--- src/rtl/qio_pkg.sv ---
// Purpose: shared constants and types for the quad parallel i/o ports
// Assumes: APB register bus, 32-bit data, one aligned word per register
// Notes:   pin index is port*8+bit, port A = 0 .. port D = 3
package qio_pkg;

   // ----------------------------------------------------------------
   // geometry
   // ----------------------------------------------------------------
   localparam int unsigned QIO_PORTS = 4;
   localparam int unsigned QIO_BITS  = 8;
   localparam int unsigned QIO_PINS  = 32;
   localparam int unsigned QIO_REGS  = 9;

   // ----------------------------------------------------------------
   // register indices as printed, byte address is index times four
   // ----------------------------------------------------------------
   localparam logic [11:0] IDX_LATCH_BASE = 12'h000;  // four latches, consecutive
   localparam logic [11:0] IDX_DIR_BASE   = 12'h004;  // four directions, consecutive
   localparam logic [11:0] IDX_LED        = 12'h00c;
   localparam logic [11:0] OFF_LATCH_BASE = 12'(IDX_LATCH_BASE * 4);
   localparam logic [11:0] OFF_DIR_BASE   = 12'(IDX_DIR_BASE * 4);
   localparam logic [11:0] OFF_LED        = 12'(IDX_LED * 4);
   localparam logic [11:0] OFF_STEP       = 12'h004;

   // ----------------------------------------------------------------
   // fields and reset values
   // ----------------------------------------------------------------
   localparam int unsigned LED_LSB  = 0;
   localparam int unsigned LED_W    = 6;
   localparam logic [7:0]  DIR_RST  = 8'h00;
   localparam logic [5:0]  LED_RST  = 6'h00;
   localparam logic [4:0]  ADC_CH_FIRST_A = 5'h00;  // channels 0..3 on port A 4..7
   localparam logic [4:0]  ADC_CH_FIRST_B = 5'h04;  // channels 4..5 on port B 6..7
   localparam logic [1:0]  ELS_GPIO = 2'h0;         // timer channel leaves the pin

   // ----------------------------------------------------------------
   // types
   // ----------------------------------------------------------------
   typedef enum logic [1:0] {
      BUS_IDLE = 2'b01,
      BUS_DONE = 2'b10
   } qio_bus_e;

   typedef struct packed {
      logic [7:0]      kbi_en;    // keyboard_pin_enable, A0..A3 then D4..D7
      logic [4:0]      adc_sel;   // converter_channel_select
      logic            serial_en; // serial_enable
      logic [3:0][1:0] tim_els;   // timer_edge_level_select, B2..B5
      logic            lcd_lo;    // lcd_low_nibble_enable
      logic            lcd_hi;    // lcd_high_nibble_enable
      logic            spi_en;    // spi_enable_bit
   } qio_periph_ctl_s;

   typedef struct packed {
      qio_bus_e        bus;
      logic [3:0][7:0] latch;
      logic [3:0][7:0] dir;
      logic [5:0]      led;
      logic [31:0]     pin_out;
      logic [31:0]     pin_oe;
      logic            pready;
      logic            pslverr;
      logic [31:0]     prdata;
   } qio_state_s;

   // ----------------------------------------------------------------
   // one-hot register hit: 0..3 latches, 4..7 directions, 8 led
   // ----------------------------------------------------------------
   function automatic logic [8:0] qio_decode(input logic [11:0] addr);
      logic [8:0] hit;
      hit = '0;
      for (int k = 0; k < 4; k++) begin
         if (addr == OFF_LATCH_BASE + 12'(k * 4)) hit[k] = 1'b1;
         if (addr == OFF_DIR_BASE + 12'(k * 4)) hit[4 + k] = 1'b1;
      end
      if (addr == OFF_LED) hit[8] = 1'b1;
      return hit;
   endfunction

endpackage

--- src/rtl/qio_claim_dec.sv ---
// Purpose: which pins the on-chip peripherals take over
// Assumes: enables arrive synchronous to the bus clock
// Notes:   purely combinational
`timescale 1ns/100ps
`default_nettype none
module qio_claim_dec
   import qio_pkg::*;
(
   // peripheral enables
   input  wire qio_periph_ctl_s ctl,
   // pin claim, one bit per pin
   output logic [31:0]          claim
);

   // ----------------------------------------------------------------
   // claim decode per pin group
   // ----------------------------------------------------------------
   always_comb begin
      claim = '0;
      claim[3:0]   = ctl.kbi_en[3:0];
      for (int i = 0; i < 4; i++) begin
         claim[4 + i] = (ctl.adc_sel == ADC_CH_FIRST_A + 5'(i));
      end
      claim[9:8]   = {2{ctl.serial_en}};
      for (int i = 0; i < 4; i++) begin
         claim[10 + i] = (ctl.tim_els[i] != ELS_GPIO);
      end
      for (int i = 0; i < 2; i++) begin
         claim[14 + i] = (ctl.adc_sel == ADC_CH_FIRST_B + 5'(i));
      end
      claim[19:16] = {4{ctl.lcd_lo}};
      claim[23:20] = {4{ctl.lcd_hi}};
      claim[27:24] = {4{ctl.spi_en}};
      claim[31:28] = ctl.kbi_en[7:4];
   end

endmodule // qio_claim_dec
`default_nettype wire

--- src/rtl/qio_port_mux.sv ---
// Purpose: one 8-bit port: pin drive and read-back selection
// Assumes: claim comes from the peripheral decode
// Notes:   purely combinational, results are registered by the top
`timescale 1ns/100ps
`default_nettype none
module qio_port_mux (
   // port state
   input  wire logic [7:0] latch,
   input  wire logic [7:0] dir,
   // peripheral side
   input  wire logic [7:0] claim,
   input  wire logic [7:0] pout,
   input  wire logic [7:0] poe,
   // pin level
   input  wire logic [7:0] pin_in,
   // results
   output logic      [7:0] nxt_out,
   output logic      [7:0] nxt_oe,
   output logic      [7:0] rd_val
);

   // ----------------------------------------------------------------
   // drive and read-back
   // ----------------------------------------------------------------
   // undriven unclaimed pins show zero, so an unknown latch reaches the pad only once its direction bit is set
   always_comb begin
      nxt_oe  = (claim & poe) | (~claim & dir);
      nxt_out = (claim & pout) | (~claim & dir & latch);
      rd_val  = (dir & latch) | (~dir & pin_in);
   end

endmodule // qio_port_mux
`default_nettype wire

--- src/rtl/qio_ports.sv ---
// Purpose: four 8-bit bidirectional ports with latch, direction and led control
// Assumes: pin inputs synchronous to CLK; peripherals drive PERIPH_OUT/OE
// Notes:   APB slave, one wait cycle on every access
//
// Functional notes
// - thirty-two two-way pins form four 8-bit ports, each with its own data and direction.
// - every pin is set to input or output on its own by software.
// - port A is 8 bits; pins 0-3 are shared with keyboard inputs and pins 4-7 with converter channels.
// - each port data register holds one output latch bit per pin.
// - the four data registers sit at consecutive indices from the base, then the four directions, led higher up.
// - the led register holds six enables for port B pins 0-5, top two bits read zero, reset clears it.
// - peripheral enables claim pin groups on ports A, B, C and D as listed per group.
// - reset leaves the data latches untouched, so they are unknown after reset.
// - direction one drives the pin, zero releases it; reset makes every pin an input.
// - reading data gives the latch for outputs and the pin level for inputs; writes always load the latch.
// - a claiming peripheral overrides the port's data and direction for that pin.
`timescale 1ns/100ps
`default_nettype none
module qio_ports
   import qio_pkg::*;
(
   // clock and reset
   input  wire logic            CLK,
   input  wire logic            RST_B,
   // apb slave
   input  wire logic            PSEL,
   input  wire logic            PENABLE,
   input  wire logic            PWRITE,
   input  wire logic [11:0]     PADDR,
   input  wire logic [31:0]     PWDATA,
   output logic      [31:0]     PRDATA,
   output logic                 PREADY,
   output logic                 PSLVERR,
   // pins
   input  wire logic [31:0]     PIN_IN,
   output logic      [31:0]     PIN_OUT,
   output logic      [31:0]     PIN_OE,
   // peripheral takeover
   input  wire qio_periph_ctl_s PERIPH_CTL,
   input  wire logic [31:0]     PERIPH_OUT,
   input  wire logic [31:0]     PERIPH_OE,
   // led drive enables for port B 0..5
   output logic      [5:0]      LED_DRIVE
);

   // ----------------------------------------------------------------
   // declarations
   // ----------------------------------------------------------------
   qio_state_s  st_ff;
   qio_state_s  nxt_st;
   logic [8:0]  hit;
   logic        access;
   logic        commit;
   logic [31:0] rd_word;
   logic [31:0] claim;
   logic [31:0] mux_out;
   logic [31:0] mux_oe;
   logic [31:0] mux_rd;
   logic [31:0] dir_flat;
   logic [7:0]  mix_c;

   // ----------------------------------------------------------------
   // peripheral claim decode
   // ----------------------------------------------------------------
   qio_claim_dec u_claim (
      .ctl   (PERIPH_CTL),
      .claim (claim)
   );

   // ----------------------------------------------------------------
   // per-port pin logic
   // ----------------------------------------------------------------
   // four identical ports of eight pins each
   for (genvar p = 0; p < 4; p++) begin : g_port
      qio_port_mux u_mux (
         .latch   (st_ff.latch[p]),
         .dir     (st_ff.dir[p]),
         .claim   (claim[p*8 +: 8]),
         .pout    (PERIPH_OUT[p*8 +: 8]),
         .poe     (PERIPH_OE[p*8 +: 8]),
         .pin_in  (PIN_IN[p*8 +: 8]),
         .nxt_out (mux_out[p*8 +: 8]),
         .nxt_oe  (mux_oe[p*8 +: 8]),
         .rd_val  (mux_rd[p*8 +: 8])
      );
   end

   // ----------------------------------------------------------------
   // bus decode
   // ----------------------------------------------------------------
   // misaligned or unknown addresses hit nothing and answer with an error
   assign hit    = qio_decode(PADDR);
   assign access = PSEL && PENABLE;
   assign commit = (st_ff.bus == BUS_DONE) && access && PWRITE;

   // ----------------------------------------------------------------
   // next state
   // ----------------------------------------------------------------
   always_comb begin
      nxt_st  = st_ff;
      rd_word = '0;
      // read mux, narrower registers sit in the low bits
      for (int k = 0; k < 4; k++) begin
         if (hit[k]) begin
            rd_word[7:0] = mux_rd[k*8 +: 8];
         end
         if (hit[4 + k]) begin
            rd_word[7:0] = st_ff.dir[k];
         end
      end
      if (hit[8]) begin
         rd_word[LED_LSB +: LED_W] = st_ff.led;
      end
      case (st_ff.bus)
         BUS_IDLE: begin
            if (access) begin
               // pin level is sampled here, one cycle before pready
               nxt_st.bus     = BUS_DONE;
               nxt_st.pready  = 1'b1;
               nxt_st.pslverr = (hit == '0);
               nxt_st.prdata  = PWRITE ? 32'h0000_0000 : rd_word;
            end
         end
         BUS_DONE: begin
            nxt_st.bus     = BUS_IDLE;
            nxt_st.pready  = 1'b0;
            nxt_st.pslverr = 1'b0;
            nxt_st.prdata  = '0;
            // write takes effect at the edge that sees pready high
            if (commit) begin
               for (int k = 0; k < 4; k++) begin
                  if (hit[k]) begin
                     nxt_st.latch[k] = PWDATA[7:0];
                  end
                  if (hit[4 + k]) begin
                     nxt_st.dir[k] = PWDATA[7:0];
                  end
               end
               if (hit[8]) begin
                  nxt_st.led = PWDATA[LED_LSB +: LED_W];
               end
            end
         end
         default: begin
            nxt_st.bus     = BUS_IDLE;
            nxt_st.pready  = 1'b0;
            nxt_st.pslverr = 1'b0;
            nxt_st.prdata  = '0;
         end
      endcase
      // pins follow port state or the claiming peripheral
      nxt_st.pin_out = mux_out;
      nxt_st.pin_oe  = mux_oe;
   end

   // ----------------------------------------------------------------
   // state register
   // ----------------------------------------------------------------
   // latches are left out of reset on purpose, their content survives it
   always_ff @(posedge CLK or negedge RST_B) begin
      if (!RST_B) begin
         st_ff.bus     <= BUS_IDLE;
         st_ff.dir     <= {4{DIR_RST}};
         st_ff.led     <= LED_RST;
         st_ff.pin_out <= '0;
         st_ff.pin_oe  <= '0;
         st_ff.pready  <= 1'b0;
         st_ff.pslverr <= 1'b0;
         st_ff.prdata  <= '0;
      end else begin
         st_ff <= nxt_st;
      end
   end

   // ----------------------------------------------------------------
   // outputs
   // ----------------------------------------------------------------
   assign PRDATA    = st_ff.prdata;
   assign PREADY    = st_ff.pready;
   assign PSLVERR   = st_ff.pslverr;
   assign PIN_OUT   = st_ff.pin_out;
   assign PIN_OE    = st_ff.pin_oe;
   assign LED_DRIVE = st_ff.led;

   // ----------------------------------------------------------------
   // checking helpers
   // ----------------------------------------------------------------
   assign dir_flat = st_ff.dir;
   assign mix_c    = (st_ff.dir[2] & st_ff.latch[2]) | (~st_ff.dir[2] & PIN_IN[23:16]);

   // ----------------------------------------------------------------
   // assertions
   // ----------------------------------------------------------------
   // every answer lasts exactly one cycle
   property p_ready_pulse;
      @(posedge CLK) disable iff (!RST_B)
      PREADY |=> !PREADY;
   endproperty
   a_ready_pulse: assert property (p_ready_pulse)
      else $error("pready held longer than one cycle");

   // reset clears directions and led enables
   property p_reset_values;
      @(posedge CLK) disable iff (!RST_B)
      $rose(RST_B) |-> (LED_DRIVE == LED_RST) && (dir_flat == '0);
   endproperty
   a_reset_values: assert property (p_reset_values)
      else $error("direction or led not cleared by reset");

   // a direction write reaches the unclaimed pin enables two edges on
   property p_dir_to_oe;
      @(posedge CLK) disable iff (!RST_B)
      (commit && hit[4]) |=> ##1 (((PIN_OE[7:0] ^ $past(PWDATA[7:0], 2)) & ~$past(claim[7:0])) == 8'h00);
   endproperty
   a_dir_to_oe: assert property (p_dir_to_oe)
      else $error("port A direction write did not reach pin enables");

   // unclaimed pins are enabled exactly by their direction bit
   property p_unclaimed_oe;
      @(posedge CLK) disable iff (!RST_B)
      $past(RST_B) |-> (((PIN_OE ^ $past(dir_flat)) & ~$past(claim)) == '0);
   endproperty
   a_unclaimed_oe: assert property (p_unclaimed_oe)
      else $error("pin enable differs from direction");

   // claimed pins take enable from the peripheral
   property p_claim_override;
      @(posedge CLK) disable iff (!RST_B)
      $past(RST_B) |-> (((PIN_OE ^ $past(PERIPH_OE)) & $past(claim)) == '0);
   endproperty
   a_claim_override: assert property (p_claim_override)
      else $error("claimed pin not handed to peripheral");

   // serial enable hands port B 0-1 to the serial module
   property p_serial_claim;
      @(posedge CLK) disable iff (!RST_B)
      ($past(RST_B) && $past(PERIPH_CTL.serial_en)) |-> (PIN_OE[9:8] == $past(PERIPH_OE[9:8]));
   endproperty
   a_serial_claim: assert property (p_serial_claim)
      else $error("serial enable did not claim port B 0-1");

   // converter channel two selects port A pin 6 only
   property p_adc_claim;
      @(posedge CLK) disable iff (!RST_B)
      (PERIPH_CTL.adc_sel == ADC_CH_FIRST_A + 5'h02) |-> (claim[7:4] == 4'h4);
   endproperty
   a_adc_claim: assert property (p_adc_claim)
      else $error("converter channel claims the wrong port A pin");

   // latch loads whatever the direction
   property p_latch_write;
      @(posedge CLK) disable iff (!RST_B)
      (commit && hit[1]) |=> (st_ff.latch[1] == $past(PWDATA[7:0]));
   endproperty
   a_latch_write: assert property (p_latch_write)
      else $error("port B latch not loaded by write");

   // data read mixes latch and pin level by direction
   property p_read_mix;
      @(posedge CLK) disable iff (!RST_B)
      ($rose(PREADY) && $past(hit[2]) && !$past(PWRITE)) |-> (PRDATA == {24'h000000, $past(mix_c)});
   endproperty
   a_read_mix: assert property (p_read_mix)
      else $error("port C read value wrong");

   // led register reads six bits, upper bits zero
   property p_led_read;
      @(posedge CLK) disable iff (!RST_B)
      ($rose(PREADY) && $past(hit[8]) && !$past(PWRITE)) |-> (PRDATA == {26'h0000000, $past(LED_DRIVE)});
   endproperty
   a_led_read: assert property (p_led_read)
      else $error("led register read wrong");

   // unmapped address answers with error and zero data
   property p_unmapped;
      @(posedge CLK) disable iff (!RST_B)
      $rose(PREADY) |-> (PSLVERR == ($past(hit) == '0)) && (!PSLVERR || PRDATA == '0);
   endproperty
   a_unmapped: assert property (p_unmapped)
      else $error("address decode answer wrong");

   // an error only comes with an answer
   property p_err_with_ready;
      @(posedge CLK) disable iff (!RST_B)
      PSLVERR |-> PREADY;
   endproperty
   a_err_with_ready: assert property (p_err_with_ready)
      else $error("error flag without ready");

   // read data is zero outside the answer cycle
   property p_rdata_idle;
      @(posedge CLK) disable iff (!RST_B)
      !PREADY |-> (PRDATA == '0);
   endproperty
   a_rdata_idle: assert property (p_rdata_idle)
      else $error("read data left on the bus");

   // the first access cycle is always answered at the next edge
   property p_access_answer;
      @(posedge CLK) disable iff (!RST_B)
      (PSEL && PENABLE && !PREADY) |=> PREADY;
   endproperty
   a_access_answer: assert property (p_access_answer)
      else $error("access not answered in one cycle");

   // led write keeps only the six enables
   property p_led_write;
      @(posedge CLK) disable iff (!RST_B)
      (commit && hit[8]) |=> (LED_DRIVE == $past(PWDATA[LED_LSB +: LED_W]));
   endproperty
   a_led_write: assert property (p_led_write)
      else $error("led enables not loaded by write");

   // port C direction write lands whole
   property p_dir_write;
      @(posedge CLK) disable iff (!RST_B)
      (commit && hit[6]) |=> (st_ff.dir[2] == $past(PWDATA[7:0]));
   endproperty
   a_dir_write: assert property (p_dir_write)
      else $error("port C direction not loaded by write");

   // a refused write leaves directions and led enables alone
   property p_bad_write_ignored;
      @(posedge CLK) disable iff (!RST_B)
      (commit && (hit == '0)) |=> ($stable(dir_flat) && $stable(LED_DRIVE));
   endproperty
   a_bad_write_ignored: assert property (p_bad_write_ignored)
      else $error("unmapped write changed a register");

   // spi enable hands port D 0-3 to the spi module
   property p_spi_claim;
      @(posedge CLK) disable iff (!RST_B)
      ($past(RST_B) && $past(PERIPH_CTL.spi_en)) |-> (PIN_OE[27:24] == $past(PERIPH_OE[27:24]));
   endproperty
   a_spi_claim: assert property (p_spi_claim)
      else $error("spi enable did not claim port D 0-3");

   // claimed pins take their level from the peripheral
   property p_claim_out;
      @(posedge CLK) disable iff (!RST_B)
      $past(RST_B) |-> (((PIN_OUT ^ $past(PERIPH_OUT)) & $past(claim)) == '0);
   endproperty
   a_claim_out: assert property (p_claim_out)
      else $error("claimed pin level not from peripheral");

endmodule // qio_ports
`default_nettype wire

--- config.mk ---
export PLATFORM = sky130hd
export DESIGN_NAME = qio_ports
export DESIGN_NICKNAME = d
export VERILOG_FILES = /design/src/rtl/qio_pkg.sv /design/src/rtl/qio_claim_dec.sv /design/src/rtl/qio_port_mux.sv /design/src/rtl/qio_ports.sv
export SDC_FILE = /design/constraint.sdc
export NUM_CORES = 1
export LEC_CHECK = 0
export ABC_AREA = 1
export BUFFER_PORTS_ARGS = -buffer_cell sky130_fd_sc_hd__buf_2
export CAP_MARGIN = 20
export CELL_PAD_IN_SITES_DETAIL_PLACEMENT = 2
export CELL_PAD_IN_SITES_GLOBAL_PLACEMENT = 2
export CORE_ASPECT_RATIO = 0.6
export CORE_UTILIZATION = 30
export DETAILED_ROUTE_END_ITERATION = 8
export HOLD_SLACK_MARGIN = 0.08
export PLACE_DENSITY_LB_ADDON = 0.15
export SLEW_MARGIN = 10
export SYNTH_ARGS = -nofsm -noshare
export SYNTH_HDL_FRONTEND = slang
export SYNTH_SLANG_ARGS = --single-unit
export TNS_END_PERCENT = 30
--- constraint.sdc ---
create_clock -name CLK -period 3.15 [get_ports CLK]
set_input_delay 0.1575 -clock CLK [delete_from_list [all_inputs] [get_ports CLK]]
set_output_delay 0.1575 -clock CLK [all_outputs]
set_load 0.05 [all_outputs]
## After elaboration in Yosys (flattened, before gate mapping)

Index checks and enable logic that the tools add are counted.
W data, S select, Z words.

- Register bits: 170
- Bits of input ports: 170
- Output and inout port bits: 104
- Logic and storage cells: 117

- Eq/ne operators: 16
- Muxes and demuxes: 23
- Bitwise operators: 44
- Reductions and logical operators: 19

Operators with widths:

| operator | count |
|---|---|
| $and A8 B8 Y8 | 24 |
| $or A8 B8 Y8 | 12 |
| $mux W8 | 9 |
| $mux W34 | 2 |
| $not A8 Y8 | 8 |
| $eq A12 B5 Y1 const B | 4 |
| $eq A12 B4 Y1 const B | 2 |
| $reduce_and A4 Y1 | 4 |
| $reduce_and A3 Y1 | 5 |
| $eq A12 B3 Y1 const B | 1 |
| $eq A12 B6 Y1 const B | 1 |
| $logic_not A12 Y1 | 1 |
| $eq A5 B2 Y1 const B | 2 |
| $eq A5 B3 Y1 const B | 2 |
| $logic_not A9 Y1 | 1 |
| $mux W1 | 9 |
| $reduce_bool A2 Y1 | 4 |
| $mux W6 | 1 |
| $eq A5 B1 Y1 const B | 1 |
| $logic_not A5 Y1 | 1 |
| $mux W2 | 2 |
| $logic_and A1 B1 Y1 | 3 |
| $eq A2 B1 Y1 const B | 1 |
| $eq A2 B2 Y1 const B | 1 |
| $ne A2 B2 Y1 const B | 1 |

## Logic depth before layout (Yosys ltp)

- Word-level depth: 15
- Depth in mapped cells: 14
- Mapped depth without buffers: 14

## Hierarchy

Synthesis repeated with hierarchy kept, for this count alone.

- Cell total of the unflattened synthesis: 940
- Area, all modules: 7,718.7 um^2

By module, submodules not included:

| module | times used | cells each | area each (um^2) | seq. area each (um^2) |
|---|---|---|---|---|
| qio_ports | 1 | 576 | 6,177.2 | 3,789.9 |
| qio_port_mux | 4 | 80 | 320.3 | 0.0 |
| qio_claim_dec | 1 | 44 | 260.2 | 0.0 |

## Worst setup path before layout

No wires, ideal clock.

- Path kind: flip-flop to flip-flop
- Start point: register PREADY (netlist name)
- End point: register st_ff[144] in the netlist's numbering (enable)
- Setup time: 0.370 ns
- Arrival: 1.572 ns
- Required time: 2.780 ns
- Slack: 1.208 ns
- Stages on the path, launching flop included: 5
- Path buffers: 0
- Period minus slack after synthesis: 1.942 ns
- Cell sequence: dfrtp_1 > nand2_1 > nor3_2 > nand2_1 > nor2_1

RTL lines:

| what | RTL line | RTL |
|---|---|---|
| end signal: assignment | qio_ports.sv:171 | `st_ff <= nxt_st;` |
| end: declaration | qio_ports.sv:49 | `qio_state_s st_ff;` |

==> out/qor.txt <==
==============================================================================
Die Outline Area ................................................    25000 µm²
Status .......................................................... finished, final reports clean
Pre-antenna DRT Iters ...........................................            5
Std-Cell Rows ...................................................           43
Remaining routing DRC violations ................................            0
Clock transition at the registers of the reported paths .........      0.06 ns
Data arrival time at the worst-slack endpoint ...................      2.23 ns
Starting Density ................................................        0.311
Number of endpoints failing setup at the final stage ............            0
Reported net switching power ....................................      1.29 mW
Number of top-level pins ........................................          274
Finished Layout Cells ...........................................         1482
Overall Global Routing Usage ....................................        0.230
Required time worst endpoint ....................................      3.29 ns
Number of library cell types mapped by synthesis ................           38
Worst Reg2Reg Path Length in Cells ..............................            5
Yosys warning count .............................................            0
Post-DRT Antenna Nets ...........................................            0
Post-placement cell count .......................................         1310
Post-layout net count ...........................................         1323
Antenna violations before repair ................................            3
Drt total wl ....................................................     27900 µm
Reg-to-Reg Start ................................................ PREADY$_DFFE_PN0P_
First-pass GRT wire length ......................................     42600 µm
Total clock buffers created by CTS ..............................           17
Avg Inst Size Synth .............................................     8.55 µm²
Kind of launch point of the worst setup path ....................    flip-flop
Static leakage ..................................................      5.25 nW
Netlist area before placement ...................................     7300 µm²
Synth Instances .................................................          854
Number of max-cap violations ....................................            0
Sum of negative setup slack .....................................         0 ns
Height of the chip ..............................................       123 µm
RSZ-0062 raised after global routing ............................           no
Internal power ..................................................      3.53 mW
Total power consumption of the routed design ....................      4.82 mW
Layout-stage area growth over the synthesis result ..............        39.0%
Number of post-CTS setup repair buffers .........................            0
Number of filler instances in the final layout ..................         2609
Routed WL per cell ..............................................      18.8 µm
Number of clock sinks ...........................................          145
Number of DRC markers in iteration 0 ............................          226
FMAX ............................................................      478 MHz
Share of total power consumed by net switching ..................        0.268
Reg power frac ..................................................        0.410
Number of max-slew violations in the final report ...............            0
PwrDens .........................................................   475 nW/µm²
Async set-or-reset flop fraction in the synthesized netlist .....        0.779
Number of global-route vias before repair .......................         7443
Final hold violation count ......................................            0
Floorplan die width .............................................       203 µm
Critical path destination ....................................... st_ff[152]$_DFFE_PP_
Start-to-end type of the worst setup path ....................... flip-flop to flip-flop
Measured slew at the worst slew-check pin .......................     0.972 ns
Total overflow reported by the global router ....................            0
Via count normalized by instance count ..........................         4.54
Crit path capture type ..........................................    flip-flop
Register-to-register setup slack ................................      1.06 ns
Layout Skew .....................................................   0.00938 ns
Peak supply drop ................................................     0.349 mV
Maximum buffer depth of the clock tree ..........................            2
Share of layout cells above drive strength 1 ....................        0.250
Number of flops mapped to enable cells by yosys .................           32
Pin count of the biggest net entering global routing ............           62
Commonest non-fill, non-tap cell in the layout ..................      nand2_1
Clock network fraction of design power ..........................        0.447
Crit Path Max Fanout ............................................            6
Clk root buf ....................................................    clkbuf_16
Clk_lat worst skew ..............................................      0.43 ns
Worst slew margin relative to its limit .........................        0.346
Post-route fraction of the period consumed by the critical path .        0.664
Commonest non-fill, non-tap cells in the layout ................. nand2_1, buf_2, dlygate4sd3_1
R2r endpoint .................................................... st_ff[152]$_DFFE_PP_
Core ar. ........................................................    23500 µm²
H-tree depth reported by CTS ....................................            4
Hold crit path type ............................................. input pin to flip-flop
Combinational Power Share .......................................        0.143
Number of buffers inserted by port buffering ....................          225
Min-Delay Path Depth ............................................            3
Launching instance or port of the critical path ................. PREADY$_DFFE_PN0P_
Count of vias placed by the detailed router .....................         6727
Number of flip-flops and latches in the synthesized netlist .....          145
Period minus WS final ...........................................      2.09 ns
GP Congestion ...................................................        0.782
TritonCTS clock tree ............................................         done
Detail Placement HPWL ...........................................     18800 µm
Most instantiated flip-flop cell in the synthesis netlist .......      dfrtp_1
Share of synthesized area occupied by flip-flops and latches ....        0.519
==============================================================================
## through the flow
step           cell area, µm²  worst slack (ns)  hold slack, ns   util
6_report                10100              1.06          0.0942  0.433
5_1_grt                 10100             0.929           0.114  0.433
4_1_cts                 10100              1.09          0.0839  0.433
3_5_place_dp             8140             0.903          0.0157  0.347
3_3_place_gp             8140             0.961          0.0146  0.347
2_1_floorplan            7390              1.21          -0.138      -
## flip-flops by register name, indices dropped and copies added (netlist names)
signal	flops
st_ff	33
PIN_OE	32
PIN_OUT	32
dir_flat	32
PRDATA	8
LED_DRIVE	6
PREADY	1
PSLVERR	1
## per-layer routing
metal	routed length, µm	vias up	GRT usage
met1	12800	3356	0.291
met5	31	-	0
li1	-	3188	-
met4	259	4	0.0526
met2	13500	157	0.401
met3	1310	22	0.0536
## power by group through the flow
| stage | combinational, mW | sequential (mW) | clock, mW |
|---|---|---|---|
| after detailed placement | 0.538 | 2.01 | 0 |
| final | 0.689 | 1.98 | 2.16 |
| after global routing | 0.738 | 1.98 | 2.28 |
| after floorplan | 0.385 | 2.02 | 0 |
| after global placement | 0.532 | 2.01 | 0 |
| after CTS | 0.677 | 1.97 | 2.20 |
## synth_stat cells (3+ instances only)
library cell	count	area, µm²
clkbuf_1	8	30.0
o21ai_0	90	450
o22ai_1	3	18.8
o21ai_1	10	50.1
nand3_2	3	30.0
buf_4	103	773
nand4_1	10	62.6
nand3_1	31	155
nand2_1	240	901
nand2_4	3	33.8
a21boi_0	7	52.6
inv_1	102	383
nor2_1	42	158
dfrtp_1	112	2800
a21oi_1	20	100
or2_2	4	25.0
mux2_2	5	56.3
edfxtp_1	32	961
nor2_2	3	18.8
## timing repair
item | 4_1_cts | 5_1_grt
hold buffers | 139 | 0
hold endpoints to repair | 148 | 0
setup endpoints to repair | 0 | 0
resized for setup | 0 | 0
## critical path, stage by stage, from the launching register on
cell and delay [ns]:
dfrtp_1 0.37, nand2_1 0.09, nor3_2 0.39, nand2_1 0.21
nor2_1 0.48, buf_4 0.26
## cells by family after synthesis
logic type,synth area share
compound gates,0.0974
buf+inv,0.169
flops,0.519
mux,0.0105
other cells,0.000514
simple gates,0.204
## cell type report
class                      count  area [µm²]  share of cell area
timing repair buffer         372        2580               0.255
clock buffer                  23         520              0.0513
antenna                        1        2.50            0.000247
multi-input combinational    512        2360               0.233
sequential                   145        3790               0.373
clock inverter                 9        98.8             0.00974
inverter                     105         395              0.0390
tap                          315         394              0.0388
## worst min path at each step
stage | start | to | slack, ns
floorplan | RST_B | LED_DRIVE[0]$_DFFE_PN0P_ | -0.14
global placement | RST_B | PIN_OE[27]$_DFF_PN0_ | 0.01
detailed placement | RST_B | PIN_OE[27]$_DFF_PN0_ | 0.02
CTS | PENABLE | PREADY$_DFFE_PN0P_ | 0.08
global route | PENABLE | PREADY$_DFFE_PN0P_ | 0.11
finish | PENABLE | PREADY$_DFFE_PN0P_ | 0.09
Power figures use the tool's default switching activity.
